File: src/option_config_consts.vh
/*
 * Constants for the write-once option configuration bank: register
 * indices, field positions, reset values and cycle counts.
 * Assumes it is included by bare name from files under src/.
 */
// Function
// each configuration register takes one software write per reset, then holds
// two consecutive byte addresses, readable at any time; the code puts them one word apart, first at 0x7c, second at 0x78
// reset clears most fields; software should configure right after reset
// irq pullup field 0 connects pullup, 1 disconnects it
// irq function field 1 enables external interrupt on its pin
// oscillator field 00 internal, 01 external, 10 rc, 11 crystal
// reset-pin function field 1 enables; only power-on reset clears it
// watchdog period field 1 gives 8176 cycles, 0 gives 262128
// in stop, period field 1 gives 2^9 wakeup ticks, 0 gives 2^14
// undervolt stays on in stop when stop enable set and power enabled
// undervolt reset disable field 1 suppresses its reset request
// undervolt power disable field 1 powers the inhibit down
// trip mode 1 is 5 V, 0 is 3 V; only power-on reset clears
// short recovery 1 leaves stop after 32 cycles, 0 after 4096
// stop exit by undervolt reset always uses the long recovery
// stop enable 1 allows stop; 0 makes stop an illegal opcode
// watchdog disable 1 turns the watchdog off
// free-running watchdog resets on overflow unless software clears it
// writes after the first since reset are ignored
`ifndef OPTION_CONFIG_CONSTS_VH
`define OPTION_CONFIG_CONSTS_VH

// register indices, byte address is four times the index
`define OPT_TWO_INDEX 6'h1e
`define OPT_ONE_INDEX 6'h1f

// second register fields
`define OPT_PULLUP_OFF_BIT 7
`define OPT_IRQ_ON_BIT 6
`define OPT_OSC_HI_BIT 4
`define OPT_OSC_LO_BIT 3
`define OPT_RST_PIN_BIT 0

// first register fields
`define OPT_WD_PERIOD_BIT 7
`define OPT_UV_STOP_BIT 6
`define OPT_UV_RSTD_BIT 5
`define OPT_UV_PWRD_BIT 4
`define OPT_UV_TRIP_BIT 3
`define OPT_SHORT_REC_BIT 2
`define OPT_STOP_EN_BIT 1
`define OPT_WD_DIS_BIT 0

// reset values
`define OPT_TWO_RESET 8'h00
`define OPT_ONE_RESET 8'h00

// oscillator source codes
`define OSC_INTERNAL 2'h0
`define OSC_EXTERNAL 2'h1
`define OSC_EXT_RC 2'h2
`define OSC_CRYSTAL 2'h3

// cycle counts
`define WD_SHORT_CYCLES 18'h01ff0
`define WD_LONG_CYCLES 18'h3fff0
`define WAKE_SHORT_TICKS 15'h0200
`define WAKE_LONG_TICKS 15'h4000
`define REC_SHORT_CYCLES 13'h0020
`define REC_LONG_CYCLES 13'h1000

`endif

File: src/option_config_bank.v
/*
 * Write-once option configuration bank on a classic Wishbone slave,
 * with the option outputs, watchdog timer, stop control, auto-wakeup
 * interval and stop recovery delay that the options steer.
 * Assumes clk_i is the oscillator output clock, por_i and rst_i are
 * synchronous to it, and wakeup_tick_i comes from a separate oscillator.
 * Limitation: a wakeup tick that rises in the first stop cycle is lost,
 * since the wakeup counter is still being cleared then.
 * Writes are decoded on the taking edge, so a stored value is already
 * visible in the cycle in which ack is high.
 * Trip mode and reset-pin function survive every reset but power-on.
 */
// Added by the designer: register access over Wishbone and the address map.
`default_nettype none
`include "option_config_consts.vh"
module option_config_bank #(
    parameter [17:0] WD_SHORT = `WD_SHORT_CYCLES,
    parameter [17:0] WD_LONG = `WD_LONG_CYCLES,
    parameter [14:0] WAKE_SHORT = `WAKE_SHORT_TICKS,
    parameter [14:0] WAKE_LONG = `WAKE_LONG_TICKS,
    parameter [12:0] REC_SHORT = `REC_SHORT_CYCLES,
    parameter [12:0] REC_LONG = `REC_LONG_CYCLES
) (
    input wire clk_i,
    input wire rst_i,
    input wire por_i,
    // wishbone slave
    input wire cyc_i,
    input wire stb_i,
    input wire we_i,
    input wire [7:0] adr_i,
    input wire [3:0] sel_i,
    input wire [31:0] dat_i,
    output reg [31:0] dat_o,
    output reg ack_o,
    // core side
    input wire stop_req_i,
    input wire wake_req_i,
    input wire wdog_clear_i,
    input wire wakeup_tick_i,
    input wire undervolt_trip_i,
    output reg illegal_opcode_o,
    output reg stop_mode_o,
    output reg cpu_run_o,
    output reg wdog_reset_o,
    output reg undervolt_reset_o,
    output reg undervolt_power_on_o,
    output reg undervolt_trip_mode_o,
    output reg irq_pullup_on_o,
    output reg irq_pin_function_on_o,
    output reg [1:0] osc_source_sel_o,
    output reg reset_pin_function_on_o,
    output reg wdog_enabled_o
);
    // stop sequencing states
    localparam [1:0] ST_RUN = 2'h0;
    localparam [1:0] ST_STOP = 2'h1;
    localparam [1:0] ST_RECOVER = 2'h2;

    reg [7:0] option_config_one;
    reg [7:0] option_config_two;
    reg one_written;
    reg two_written;
    reg [1:0] state;
    reg [1:0] next_state;
    reg rec_load;
    reg rec_long;
    reg wake_load;

    wire sel_one;
    wire sel_two;
    wire wr_one;
    wire wr_two;
    wire bus_req;
    wire tick_rise;
    wire trip_level;
    wire trip_rise;
    wire wd_done;
    wire wake_done;
    wire rec_done;
    wire [17:0] wd_period;
    wire [14:0] wake_period;
    wire [12:0] rec_period;

    // field views of the first register
    wire watchdog_period_sel = option_config_one[`OPT_WD_PERIOD_BIT];
    wire undervolt_stop_enable = option_config_one[`OPT_UV_STOP_BIT];
    wire undervolt_reset_disable = option_config_one[`OPT_UV_RSTD_BIT];
    wire undervolt_power_disable = option_config_one[`OPT_UV_PWRD_BIT];
    wire undervolt_trip_mode = option_config_one[`OPT_UV_TRIP_BIT];
    wire short_stop_recovery = option_config_one[`OPT_SHORT_REC_BIT];
    wire stop_enable = option_config_one[`OPT_STOP_EN_BIT];
    wire watchdog_disable = option_config_one[`OPT_WD_DIS_BIT];

    // field views of the second register
    wire irq_pin_pullup_off = option_config_two[`OPT_PULLUP_OFF_BIT];
    wire irq_pin_function_on = option_config_two[`OPT_IRQ_ON_BIT];
    wire osc_source_sel_hi = option_config_two[`OPT_OSC_HI_BIT];
    wire osc_source_sel_lo = option_config_two[`OPT_OSC_LO_BIT];
    wire reset_pin_function_on = option_config_two[`OPT_RST_PIN_BIT];

    // address decode; one word per register, data in lane 0
    assign bus_req = cyc_i & stb_i & ~ack_o;
    // registers sit one word apart; the two low address bits are ignored
    assign sel_one = adr_i[7:2] == `OPT_ONE_INDEX;
    assign sel_two = adr_i[7:2] == `OPT_TWO_INDEX;
    // a write without lane 0 stores nothing and does not use up the write
    assign wr_one = bus_req & we_i & sel_i[0] & sel_one & ~one_written;
    assign wr_two = bus_req & we_i & sel_i[0] & sel_two & ~two_written;

    // bus answer: one wait state, ack dropped the cycle after
    always @(posedge clk_i) begin
        if (rst_i | por_i) begin
            ack_o <= 1'b0;
        end else begin
            ack_o <= bus_req;
        end
    end

    // read data stands only with ack; zero otherwise keeps the bus quiet
    always @(posedge clk_i) begin
        if (rst_i | por_i) begin
            dat_o <= 32'h00000000;
        end else if (bus_req & ~we_i & sel_one) begin
            dat_o <= {24'h000000, option_config_one};
        end else if (bus_req & ~we_i & sel_two) begin
            dat_o <= {24'h000000, option_config_two};
        end else begin
            dat_o <= 32'h00000000;
        end
    end

    // first register; trip mode survives all but power-on reset
    always @(posedge clk_i) begin
        if (por_i) begin
            option_config_one <= `OPT_ONE_RESET;
            one_written <= 1'b0;
        end else if (rst_i) begin
            // clear all fields, then hold the trip mode bit over the clear
            option_config_one <= `OPT_ONE_RESET;
            option_config_one[`OPT_UV_TRIP_BIT] <= option_config_one[`OPT_UV_TRIP_BIT];
            one_written <= 1'b0;
        end else if (wr_one) begin
            option_config_one <= dat_i[7:0];
            one_written <= 1'b1;
        end
    end

    // second register; reset-pin function survives all but power-on reset
    always @(posedge clk_i) begin
        if (por_i) begin
            option_config_two <= `OPT_TWO_RESET;
            two_written <= 1'b0;
        end else if (rst_i) begin
            // clear all fields, then hold the reset-pin bit over the clear
            option_config_two <= `OPT_TWO_RESET;
            option_config_two[`OPT_RST_PIN_BIT] <= option_config_two[`OPT_RST_PIN_BIT];
            two_written <= 1'b0;
        end else if (wr_two) begin
            option_config_two <= dat_i[7:0];
            two_written <= 1'b1;
        end
    end

    // wakeup oscillator and undervolt comparator are foreign to clk_i
    edge_sync u_tick_sync (
        .clk_i(clk_i),
        .rst_i(rst_i | por_i),
        .async_i(wakeup_tick_i),
        .level_o(),
        .rise_o(tick_rise)
    );

    // undervolt trip level, edge-detected as well for requests outside stop (run or recovery)
    edge_sync u_trip_sync (
        .clk_i(clk_i),
        .rst_i(rst_i | por_i),
        .async_i(undervolt_trip_i),
        .level_o(trip_level),
        .rise_o(trip_rise)
    );

    // period selections
    assign wd_period = watchdog_period_sel ? WD_SHORT : WD_LONG;
    assign wake_period = watchdog_period_sel ? WAKE_SHORT : WAKE_LONG;
    assign rec_period = rec_long ? REC_LONG : REC_SHORT;

    // watchdog: free running, cleared by software, held at zero in stop, frozen in recovery
    interval_timer #(
        .WIDTH(18)
    ) u_wdog (
        .clk_i(clk_i),
        .rst_i(rst_i | por_i),
        .load_i(wdog_clear_i | (state == ST_STOP) | watchdog_disable),
        .count_i(state == ST_RUN),
        .period_i(wd_period),
        .done_o(wd_done)
    );

    // auto-wakeup counts wakeup ticks, from zero at each stop entry
    interval_timer #(
        .WIDTH(15)
    ) u_wake (
        .clk_i(clk_i),
        .rst_i(rst_i | por_i),
        .load_i(wake_load),
        .count_i(tick_rise & (state == ST_STOP)),
        .period_i(wake_period),
        .done_o(wake_done)
    );

    // stop recovery delay before the processor runs again
    interval_timer #(
        .WIDTH(13)
    ) u_recover (
        .clk_i(clk_i),
        .rst_i(rst_i | por_i),
        .load_i(rec_load),
        .count_i(state == ST_RECOVER),
        .period_i(rec_period),
        .done_o(rec_done)
    );

    // undervolt reset request while powered and not suppressed
    wire uv_powered = ~undervolt_power_disable &
        ((state != ST_STOP) | undervolt_stop_enable);
    wire uv_reset_now = trip_level & uv_powered & ~undervolt_reset_disable;

    // stop sequencing
    always @* begin
        next_state = state;
        case (state)
            ST_RUN: begin
                if (stop_req_i & stop_enable) begin
                    next_state = ST_STOP;
                end
            end
            ST_STOP: begin
                if (uv_reset_now | wake_done | wake_req_i) begin
                    next_state = ST_RECOVER;
                end
            end
            ST_RECOVER: begin
                if (rec_done) begin
                    next_state = ST_RUN;
                end
            end
            default: begin
                next_state = ST_RUN;
            end
        endcase
    end

    // state and timer loads
    always @(posedge clk_i) begin
        if (rst_i | por_i) begin
            state <= ST_RUN;
            rec_load <= 1'b1;
            wake_load <= 1'b1;
        end else begin
            state <= next_state;
            wake_load <= (state == ST_RUN) & (next_state == ST_STOP);
            rec_load <= (state == ST_STOP) & (next_state == ST_RECOVER);
        end
    end

    // recovery length, latched at the stop exit so a later change cannot cut it
    always @(posedge clk_i) begin
        if (rst_i | por_i) begin
            rec_long <= 1'b1;
        end else if ((state == ST_STOP) & (next_state == ST_RECOVER)) begin
            // an undervolt reset exit must not take the short path
            rec_long <= uv_reset_now | ~short_stop_recovery;
        end
    end

    // refused stop instruction
    always @(posedge clk_i) begin
        if (rst_i | por_i) begin
            illegal_opcode_o <= 1'b0;
        end else begin
            illegal_opcode_o <= stop_req_i & ~stop_enable & (state == ST_RUN);
        end
    end

    // watchdog overflow; the disable also keeps the timer loaded
    always @(posedge clk_i) begin
        if (rst_i | por_i) begin
            wdog_reset_o <= 1'b0;
        end else begin
            wdog_reset_o <= wd_done & ~watchdog_disable;
        end
    end

    // undervolt request: a new trip outside stop (run or recovery), or any trip level in stop
    always @(posedge clk_i) begin
        if (rst_i | por_i) begin
            undervolt_reset_o <= 1'b0;
        end else begin
            undervolt_reset_o <= uv_reset_now & (trip_rise | (state == ST_STOP));
        end
    end

    // run and stop status
    always @(posedge clk_i) begin
        if (por_i) begin
            stop_mode_o <= 1'b0;
            cpu_run_o <= 1'b0;
        end else begin
            stop_mode_o <= (state == ST_STOP);
            cpu_run_o <= ~rst_i & (state == ST_RUN);
        end
    end

    // undervolt controls follow the stored fields; power also drops in stop without undervolt_stop_enable
    always @(posedge clk_i) begin
        if (por_i) begin
            undervolt_power_on_o <= 1'b0;
            undervolt_trip_mode_o <= 1'b0;
        end else begin
            undervolt_power_on_o <= uv_powered;
            undervolt_trip_mode_o <= undervolt_trip_mode;
        end
    end

    // pin options take no warm reset; they follow the stored bits, of which only the reset-pin bit holds
    always @(posedge clk_i) begin
        if (por_i) begin
            irq_pullup_on_o <= 1'b0;
            irq_pin_function_on_o <= 1'b0;
            osc_source_sel_o <= `OSC_INTERNAL;
            reset_pin_function_on_o <= 1'b0;
        end else begin
            irq_pullup_on_o <= ~irq_pin_pullup_off;
            irq_pin_function_on_o <= irq_pin_function_on;
            osc_source_sel_o <= {osc_source_sel_hi, osc_source_sel_lo};
            reset_pin_function_on_o <= reset_pin_function_on;
        end
    end

    // watchdog enable as seen by the reset logic
    always @(posedge clk_i) begin
        if (por_i) begin
            wdog_enabled_o <= 1'b0;
        end else begin
            wdog_enabled_o <= ~watchdog_disable;
        end
    end
endmodule // option_config_bank
`default_nettype wire

File: src/edge_sync.v
/*
 * Two-flop synchroniser with a rising-edge pulse behind it.
 * Assumes the input is asynchronous to clk_i.
 */
`default_nettype none
module edge_sync (
    input wire clk_i,
    input wire rst_i,
    input wire async_i,
    output reg level_o,
    output reg rise_o
);
    reg meta;
    reg level_d;

    // first flop feeds only the second; the edge is taken behind the pair
    always @(posedge clk_i) begin
        if (rst_i) begin
            meta <= 1'b0;
            level_o <= 1'b0;
            level_d <= 1'b0;
            rise_o <= 1'b0;
        end else begin
            meta <= async_i;
            level_o <= meta;
            level_d <= level_o;
            rise_o <= level_o & ~level_d;
        end
    end
endmodule // edge_sync
`default_nettype wire

File: src/interval_timer.v
/*
 * Up counter that pulses done_o once count_i has been seen period_i
 * times since the last load. Assumes period_i is at least one.
 */
`default_nettype none
module interval_timer #(
    parameter WIDTH = 18
) (
    input wire clk_i,
    input wire rst_i,
    input wire load_i,
    input wire count_i,
    input wire [WIDTH-1:0] period_i,
    output reg done_o
);
    reg [WIDTH-1:0] cnt;

    // load wins over counting so a restart is never lost
    always @(posedge clk_i) begin
        if (rst_i | load_i) begin
            cnt <= {WIDTH{1'b0}};
            done_o <= 1'b0;
        end else if (count_i && cnt == period_i - {{(WIDTH-1){1'b0}}, 1'b1}) begin
            cnt <= {WIDTH{1'b0}};
            done_o <= 1'b1;
        end else begin
            cnt <= cnt + {{(WIDTH-1){1'b0}}, count_i};
            done_o <= 1'b0;
        end
    end
endmodule // interval_timer
`default_nettype wire

File: config.mk
export PLATFORM = sky130hd
export DESIGN_NAME = option_config_bank
export DESIGN_NICKNAME = d
export VERILOG_FILES = /design/src/option_config_bank.v /design/src/edge_sync.v /design/src/interval_timer.v
export VERILOG_INCLUDE_DIRS = /design/src /design/src/src
export SDC_FILE = /design/constraint.sdc
export NUM_CORES = 1
export LEC_CHECK = 0
export BUFFER_PORTS_ARGS = -buffer_cell sky130_fd_sc_hd__buf_2
export CAP_MARGIN = 5
export CORE_ASPECT_RATIO = 1.1
export CORE_MARGIN = 10
export CORE_UTILIZATION = 26
export DETAILED_ROUTE_END_ITERATION = 7
export PLACE_DENSITY = 0.44
export SLEW_MARGIN = 10
export SYNTH_ARGS = -nofsm -noshare
export SYNTH_HDL_FRONTEND = slang
export SYNTH_HIERARCHICAL = 1
export SYNTH_SLANG_ARGS = --single-unit
export TNS_END_PERCENT = 100
File: constraint.sdc
create_clock -name clk_i -period 2.5 [get_ports clk_i]
set_clock_uncertainty 0.1 [all_clocks]
set_input_delay 0.375 -clock clk_i [delete_from_list [all_inputs] [get_ports clk_i]]
set_output_delay 0.375 -clock clk_i [all_outputs]
set_load 0.01 [all_outputs]
==> impl.org, run 1 <==
** Drt
- Number of vias after detailed routing :: approximately 4800
- Summed over all layers, the routed wires come to ~14 mm.
- WL/cell :: about 12 um
- Routed Antenna Nets :: 0
- Number of remaining DRC errors :: 0
- Before antenna repair, the detailed router went through 5 iterations.
- Using the TritonRoute via totals, the vias-per-cell ratio works out to roughly 4.1.
- In this run, the number of DRC markers left after iteration 0 of detailed routing was around 150.

** Clock network
- CTS built an H-tree with a depth of 3.
- The clock drives a little over 100 sinks.
- For this design, the CTS-stage hold fixing added 0 buffers.
- In this run, CTS created clock tree buffers numbering 9.
- In this run, post-CTS repair resized a total of 0 instances.
- TritonCTS clock tree :: yes
- No sink is reached through more buffers than the 2 on the longest clock path.
- After clock tree synthesis, the clock-pin slew on the worst setup and hold paths is 0.07 ns.
- The tree is rooted in a sky130_fd_sc_hd__clkbuf_16.
- Post-CTS timing repair inserted 0 buffers for setup.
- Clock latency reported for the late side of the worst-skew pair :: about 0.35 ns

** Logic synthesis
- A synthesized cell averages 8.564 um2.
- Post-synth EDFFs :: 0
- Post-Synthesis Cell Area :: 5849 um2
- Primary flip-flop cell chosen by synthesis mapping :: sky130_fd_sc_hd__dfxtp_1
- For this run, asynchronously set or reset flops after synthesis account for 0%.
- In this run, synthesis produced a sequential element count of a little over 100.
- Sequential elements use 34.91% of the synthesized area.
- Cells after synthesis :: between 600 and 700
- Counting distinct cell types in the post-synthesis netlist gives 67.
- The Yosys step of the flow raised 6 warnings.

** Power
- Overall Power :: between 3 and 4 mW
- VDD sags by at most ~250 uV.
- Leakage Power :: between 2 and 3 nW
- Power per Cell Area :: 453.7 nW/um2

** Die
- The initial utilization of the core area, before any placement, comes to 26.46%.
- Die X :: about 160 um
- The die is around 180 um tall.
- The total area inside the core boundary comes to 22110 um2.
- Die Footprint :: between 20000 and 30000 um2
- I/O pin count :: a little over 100
- Row generation in the floorplan step produced 57 rows.

** Setup path
- By startpoint and endpoint, the worst setup path is classified as reg2reg.
- Largest driver fanout on the critical path :: 5
- Data arrives at the worst endpoint at ~2.5 ns.
- R2R Path End :: u_wake/cnt[0]$_SDFF_PP0_
- The worst register-to-register path has a depth of 7.
- STA classifies the critical path startpoint as a register.
- Slack of the worst reg-to-reg path :: roughly 0.12 ns
- Data required time of the critical path :: approximately 2.7 ns
- Critical path endpoint category :: register
- Reg-to-reg critical path startpoint :: state[0]$_SDFF_PP0_
- Launching element of the worst setup path :: state[0]$_SDFF_PP0_

** STA
- Static timing analysis puts the maximum clock frequency at roughly 0.42 GHz.
- Hold violation total from the final report :: 0
- Endpoints failing setup :: 0
- The final critical path takes up between 90 and 100% of the cycle.
- After layout, the minimum clock period comes to between 2 and 2.5 ns.
- Max-slew violation total from the final report :: 0
- Hold timing on the final database bottoms out at a slack of 0.1367 ns.
- Setup repair after global routing could not meet its margin everywhere.

** Layout
- Number of standard cells in the final layout excluding fillers :: 1185
- The area growth from synthesis to layout is 24.45%.
- Share of layout cells above drive strength 1 :: between 10% and 20%
- Nets :: around 950
- 0 antenna diodes ended up in the layout.
- In the layout the commonest cells are sky130_fd_sc_hd__conb_1, sky130_fd_sc_hd__dfxtp_1, sky130_fd_sc_hd__nor2_1, sky130_fd_sc_hd__xnor2_1, sky130_fd_sc_hd__nand2_1.
- Summing all non-filler instances in the final layout gives an area of about 7300 um2.
- Most common library cell in the layout ignoring fill and taps :: sky130_fd_sc_hd__conb_1

** GRT
- The total overflow left after global routing is 0.
- Via count of the first global-routing pass :: 4658
- The first global-routing pass estimated approximately 24 mm of wire.
- Global router's overall resource usage :: about a tenth
- Entering global routing, the biggest net connects 34 pins.
- Antenna violations before repair :: 1

** Placement
- Number of buffers added on ports :: 47
- Summed over all nets, the half-perimeter wirelength after detailed placement is 11.38 mm.
- Placement-stage cell area :: approximately 7000 um2
- In this run, placement finished with an instance count of 1169.
- Global placer's final weighted congestion :: 0.7944

** Hold path
- Type of the most critical hold path :: in2reg
- The worst hold path terminates at u_tick_sync/meta$_SDFF_PP0_.
- The worst hold path passes through 2 cells.
- Startpoint of the lowest-slack hold path :: wakeup_tick_i

** Flow run
- Number of max-cap violations :: 0

** Outcome
- Result of the run :: finished clean
## layout make-up
class | count | area (um2)
multi-input cells | 679 | 4058
flip-flops and latches | 102 | 2042
inverters | 19 | 71.32
clock buffers | 11 | 242.7
fillers | 2393 | 14830
repair buffers | 74 | 454.2
well taps | 295 | 369.1
clock inverters | 5 | 42.54
## kinds of logic (layout without fill, tap and decap cells)
| logic type | count (synthesis) | count (layout) | share of synthesized area (%) |
|---|---|---|---|
| AOI/OAI and AO/OA | 81 | 81 | 10.12 |
| buffers and inverters | 66 | 109 | 6.438 |
| and+or+nand+nor | 326 | 326 | 31.91 |
| DFF | 102 | 102 | 34.91 |
| other | 2 | 166 | 0.1284 |
| adders and majority gates | 9 | 9 | 1.925 |
| muxes | 2 | 2 | 0.3423 |
| xor gates and xnor gates | 95 | 95 | 14.22 |
## cell usage after synthesis (4+ instances only)
cell | count | area (um2)
sky130_fd_sc_hd__dfxtp_1 | 102 | 2042
sky130_fd_sc_hd__nor2_1 | 67 | 251.5
sky130_fd_sc_hd__xnor2_1 | 61 | 534.3
sky130_fd_sc_hd__nand2_1 | 56 | 210.2
sky130_fd_sc_hd__nand3_1 | 44 | 220.2
sky130_fd_sc_hd__xor2_1 | 34 | 297.8
sky130_fd_sc_hd__nor4_1 | 30 | 187.7
sky130_fd_sc_hd__buf_4 | 25 | 187.7
sky130_fd_sc_hd__nor3_1 | 24 | 120.1
sky130_fd_sc_hd__inv_1 | 18 | 67.56
sky130_fd_sc_hd__nor2b_1 | 18 | 112.6
sky130_fd_sc_hd__o21ai_0 | 18 | 90.09
sky130_fd_sc_hd__clkbuf_1 | 14 | 52.55
sky130_fd_sc_hd__and3_1 | 11 | 68.82
sky130_fd_sc_hd__nand2b_1 | 10 | 62.56
sky130_fd_sc_hd__a21oi_1 | 9 | 45.04
sky130_fd_sc_hd__a22oi_1 | 9 | 67.56
sky130_fd_sc_hd__ha_1 | 9 | 112.6
sky130_fd_sc_hd__a31oi_1 | 8 | 50.05
sky130_fd_sc_hd__nand3b_1 | 7 | 52.55
sky130_fd_sc_hd__nand4_1 | 7 | 43.79
sky130_fd_sc_hd__nor4_2 | 7 | 87.58
sky130_fd_sc_hd__or3_1 | 7 | 43.79
sky130_fd_sc_hd__and2_1 | 4 | 25.02
sky130_fd_sc_hd__buf_2 | 4 | 20.02
sky130_fd_sc_hd__buf_6 | 4 | 45.04
sky130_fd_sc_hd__nor4b_1 | 4 | 35.03
sky130_fd_sc_hd__or2_2 | 4 | 25.02
sky130_fd_sc_hd__or4_4 | 4 | 45.04
## sequential cells by signal, summed over array words and instances (netlist names), 2 cells and up
register / flops
option_config_two: 8
u_wdog/cnt: 18
u_recover/cnt: 13
osc_source_sel_o: 2
state: 2
option_config_one: 8
dat_o: 8
u_wake/cnt: 15
## through the flow
stage	setup WS, ns	utilization [%]	setup TNS [ns]
after floorplan	0.2713	-	0
after global placement	0.07686	31.57	0
after detailed placement	0.07590	31.57	0
after CTS	0.06291	32.86	0
after global routing	-0.0003582	32.93	-0.0003582
final	0.1226	32.93	0
## metal layers
metal  track usage, %  part of all wire, %  routed length (um)
met1            12.72                   47                6789
met2            17.40                   48                7004
met3            2.202                  3.4                 491
met4            3.045                  1.1                 165
met5                0                    0                   0
## how the worst max path moves through the flow
stage	slack (ns)	endpoint	cells past startpoint
floorplan	0.27	u_wake/cnt[0]$_SDFF_PP0_	7
global placement	0.08	u_wake/cnt[0]$_SDFF_PP0_	7
detailed placement	0.08	u_wake/cnt[0]$_SDFF_PP0_	7
CTS	0.06	u_wake/cnt[0]$_SDFF_PP0_	7
global route	-0.0004	u_wdog/cnt[16]$_SDFF_PP0_	9
finish	0.12	u_wake/cnt[0]$_SDFF_PP0_	7
## power by group
| group | switching [mW] | leakage, nW | internal (mW) |
|---|---|---|---|
| logic | 0.183 | 1.88 | 0.0986 |
| clock network | 0.668 | 0.137 | 0.715 |
| registers | 0.00560 | 0.824 | 1.63 |
| total | 0.856 | 2.84 | 2.45 |
## critical path, cell delays in order, from the launching register on
cell and delay (ns):
sky130_fd_sc_hd__dfxtp_1 0.39, sky130_fd_sc_hd__nor2b_1 0.17, sky130_fd_sc_hd__and2_1 0.18, sky130_fd_sc_hd__nand3_1 0.09
sky130_fd_sc_hd__nor4b_1 0.31, sky130_fd_sc_hd__o2111ai_1 0.23, sky130_fd_sc_hd__or4_4 0.60, sky130_fd_sc_hd__and3_1 0.20
Note: power is estimated with default switching activity, not from simulation.
==> inputs of run 2 (changes only) <==
- clock period: 2.5 -> 2.8 ns (I/O delays scaled with it)
==> run 2 against run 1 <==
First-iteration DRC count is 16% higher; combinational power is 11% lower; maximum frequency decreased by 4.5%; sequential share of layout area up 0.45 points; global-route usage is 0.14 points lower; final area is 1.6% lower; critical path type unchanged.
==> impl.org, run 2 (synthesized netlist as in run 1, its figures left out) <==
** Clock network
- Number of clock buffers inserted by TritonCTS :: 9
- TritonCTS Sinks :: ~100
- PostCTS Resize Cnt :: 0
- The H-tree was split into 3 levels.
- TritonCTS clock tree :: yes
- The clock reaches the later pin of the worst-skew pair after around 0.36 ns.
- Clock-pin slew was measured on the worst setup and hold paths at 0.08 ns.
- Clock tree synthesis selected as its root buffer the cell sky130_fd_sc_hd__clkbuf_16.
- Postcts setup bufs :: 0
- For this design, the CTS-stage hold fixing added 0 buffers.
- Counting along the longest clock path gives a buffer depth of 2.

** Outcome
- The run finished with clean final reports.

** Drt
- In the routed design, unresolved DRC markers number 0.
- Mean number of vias per cell :: a little over 4
- For this block, the via count after detailed routing is ~4800.
- The pre-antenna-repair detailed-routing pass consisted of 4 iterations.
- The count of nets left with antenna violations once routing finished came out at 0.
- WL/cell :: roughly 12 um
- For this block, the routed nets add up to around 14 mm of wire.
- For this block, the initial DRC count from the detailed router was 177.

** Setup path
- Among all stages on the critical path, the largest delay is contributed by sky130_fd_sc_hd__or4_1.
- The critical path contains buffers and inverters numbering 0 combined.
- Critical path class :: reg2reg
- Critical path endpoint category :: register
- At the worst endpoint, the required time is 2.95 ns.
- Top delay family on crit path :: simple AND/OR/NAND/NOR gates
- Data on the critical path arrives at its endpoint at roughly 2.6 ns.
- The worst setup path is launched from a register.
- Largest incremental delay on the critical path :: 0.63 ns
- Largest driver fanout on the critical path :: 8
- The signal on the critical path passes through nor2b_1 -> and2_1 -> nand3_1 -> nor4b_1 -> o2111ai_1 -> or4_1 -> and3_1.

** STA
- RSZ-0062 raised after global routing :: no
- Derived from the worst setup path, the maximum achievable clock frequency is 0.4017 GHz.
- Setup violations remaining at the end of the flow were counted as 0.
- Setup TNS after final layout :: 0 ns
- The final critical path takes up just under 90% of the cycle.
- The clock period could shrink to between 2 and 2.5 ns.
- The number of failing hold endpoints at the final stage was 0.
- Slew of the pin with the lowest slew margin :: about 0.75 ns
- The number of max-slew violations in the final report came to 0.
- Max_slew headroom :: approximately half

** Layout
- Measured on the finished design, the core utilization comes to between 30% and 40%.
- Number of standard cells in the final layout excluding fillers :: about 1200
- The library cell used most frequently in the layout, excluding fill and tap cells, is sky130_fd_sc_hd__conb_1.
- Register bank with the most flops :: u_wdog/cnt
- The number of antenna diodes in the final layout is 0.
- The largest registers in the layout are u_wdog/cnt: 18 flops, u_wake/cnt: 15 flops, u_recover/cnt: 13 flops.
- The register with the most flip-flops in the layout has 18 of them.
- Post-layout instance area :: 7164 um2
- Share of layout cells above drive strength 1 :: roughly 12%
- Most frequent cells in the layout :: sky130_fd_sc_hd__conb_1, sky130_fd_sc_hd__dfxtp_1, sky130_fd_sc_hd__nor2_1, sky130_fd_sc_hd__xnor2_1, sky130_fd_sc_hd__nand2_1
- Nets :: roughly 940
- Area Overhead vs Synth :: 22.48%

** Power
- Power per Cell Area :: about 410 nW/um2
- Leakage Power :: around 2.8 nW
- The completed layout was analyzed and its total power is 2.938 mW.
- IR analysis of the VDD net gives a maximum drop of 226.9 uV.

** Hold path
- Type of the most critical hold path :: in2reg

** Die
- Count of standard-cell rows :: 57
- The floorplan step set the die height to ~180 um.
- Die Footprint :: approximately 29000 um2
- I/O pin count :: between 100 and 150
- Die X :: roughly 160 um
- Once the floorplan was initialized, standard cells occupied 26.46% of the core.
- Core Region :: 22110 um2

** Flow run
- Across the run, the number of max-cap violations was 0.

** Placement
- At the end of routability-driven placement, the weighted congestion stood at ~0.74.
- Number of buffers added on ports :: 47
- Placement-stage cell area :: 6882 um2
- Once placement completed, the tool counted placed cells totaling ~1200.
- Estimated wirelength of the detail-placed design :: 11.19 mm

** GRT
- Global routing consumed, over all layers together, 10.12% of the routing resources.
- Final global-route overflow total :: 0
- The first global-routing pass estimated 23.59 mm of wire.
- The via count of the first global-routing pass was between 4000 and 5000.
- Antenna violations before repair :: 0
- Entering global routing, the biggest net connects 34 pins.
## run 2: power by group
| group | switching [mW] | leakage [nW] | internal, mW |
|---|---|---|---|
| registers | 0.00522 | 0.824 | 1.46 |
| logic | 0.164 | 1.81 | 0.0858 |
| clock network | 0.606 | 0.136 | 0.620 |
## run 2: stage by stage
step,hold WS [ns],worst slack [ns]
2_1_floorplan,0.2900,0.5713
3_3_place_gp,0.2921,0.3601
3_5_place_dp,0.2960,0.3449
4_1_cts,0.1660,0.3193
5_1_grt,0.2011,0.1175
6_report,0.1779,0.3106
## run 2: layout make-up
type	instances	area [um2]
Multi-Input combinational cell	679	4046
Sequential cell	102	2042
Clock buffer	10	229.0
Fill cell	2396	14940
Clock inverter	6	53.80
Timing Repair Buffer	61	352.8
Tap cell	295	369.1
Inverter	19	71.32
## run 2: metal layers
metal,vias up,global-route usage (%),share of wire (%)
li1,2595,-,-
met1,2140,12.81,48
met2,52,16.81,48
met3,11,1.854,2.8
met4,0,3.609,1.2
met5,-,0,0
## run 2: worst paths after layout
| kind | to | from | cells after the start | slack, ns |
|---|---|---|---|---|
| min reg2reg | u_trip_sync/rise_o$_SDFF_PP0_ | u_trip_sync/level_d$_SDFF_PP0_ | 1 | 0.30 |
| max reg2reg | u_wake/cnt[0]$_SDFF_PP0_ | state[0]$_SDFF_PP0_ | 7 | 0.31 |
| max | u_wake/cnt[0]$_SDFF_PP0_ | state[0]$_SDFF_PP0_ | 7 | 0.31 |
| min | u_tick_sync/meta$_SDFF_PP0_ | wakeup_tick_i | 2 | 0.18 |
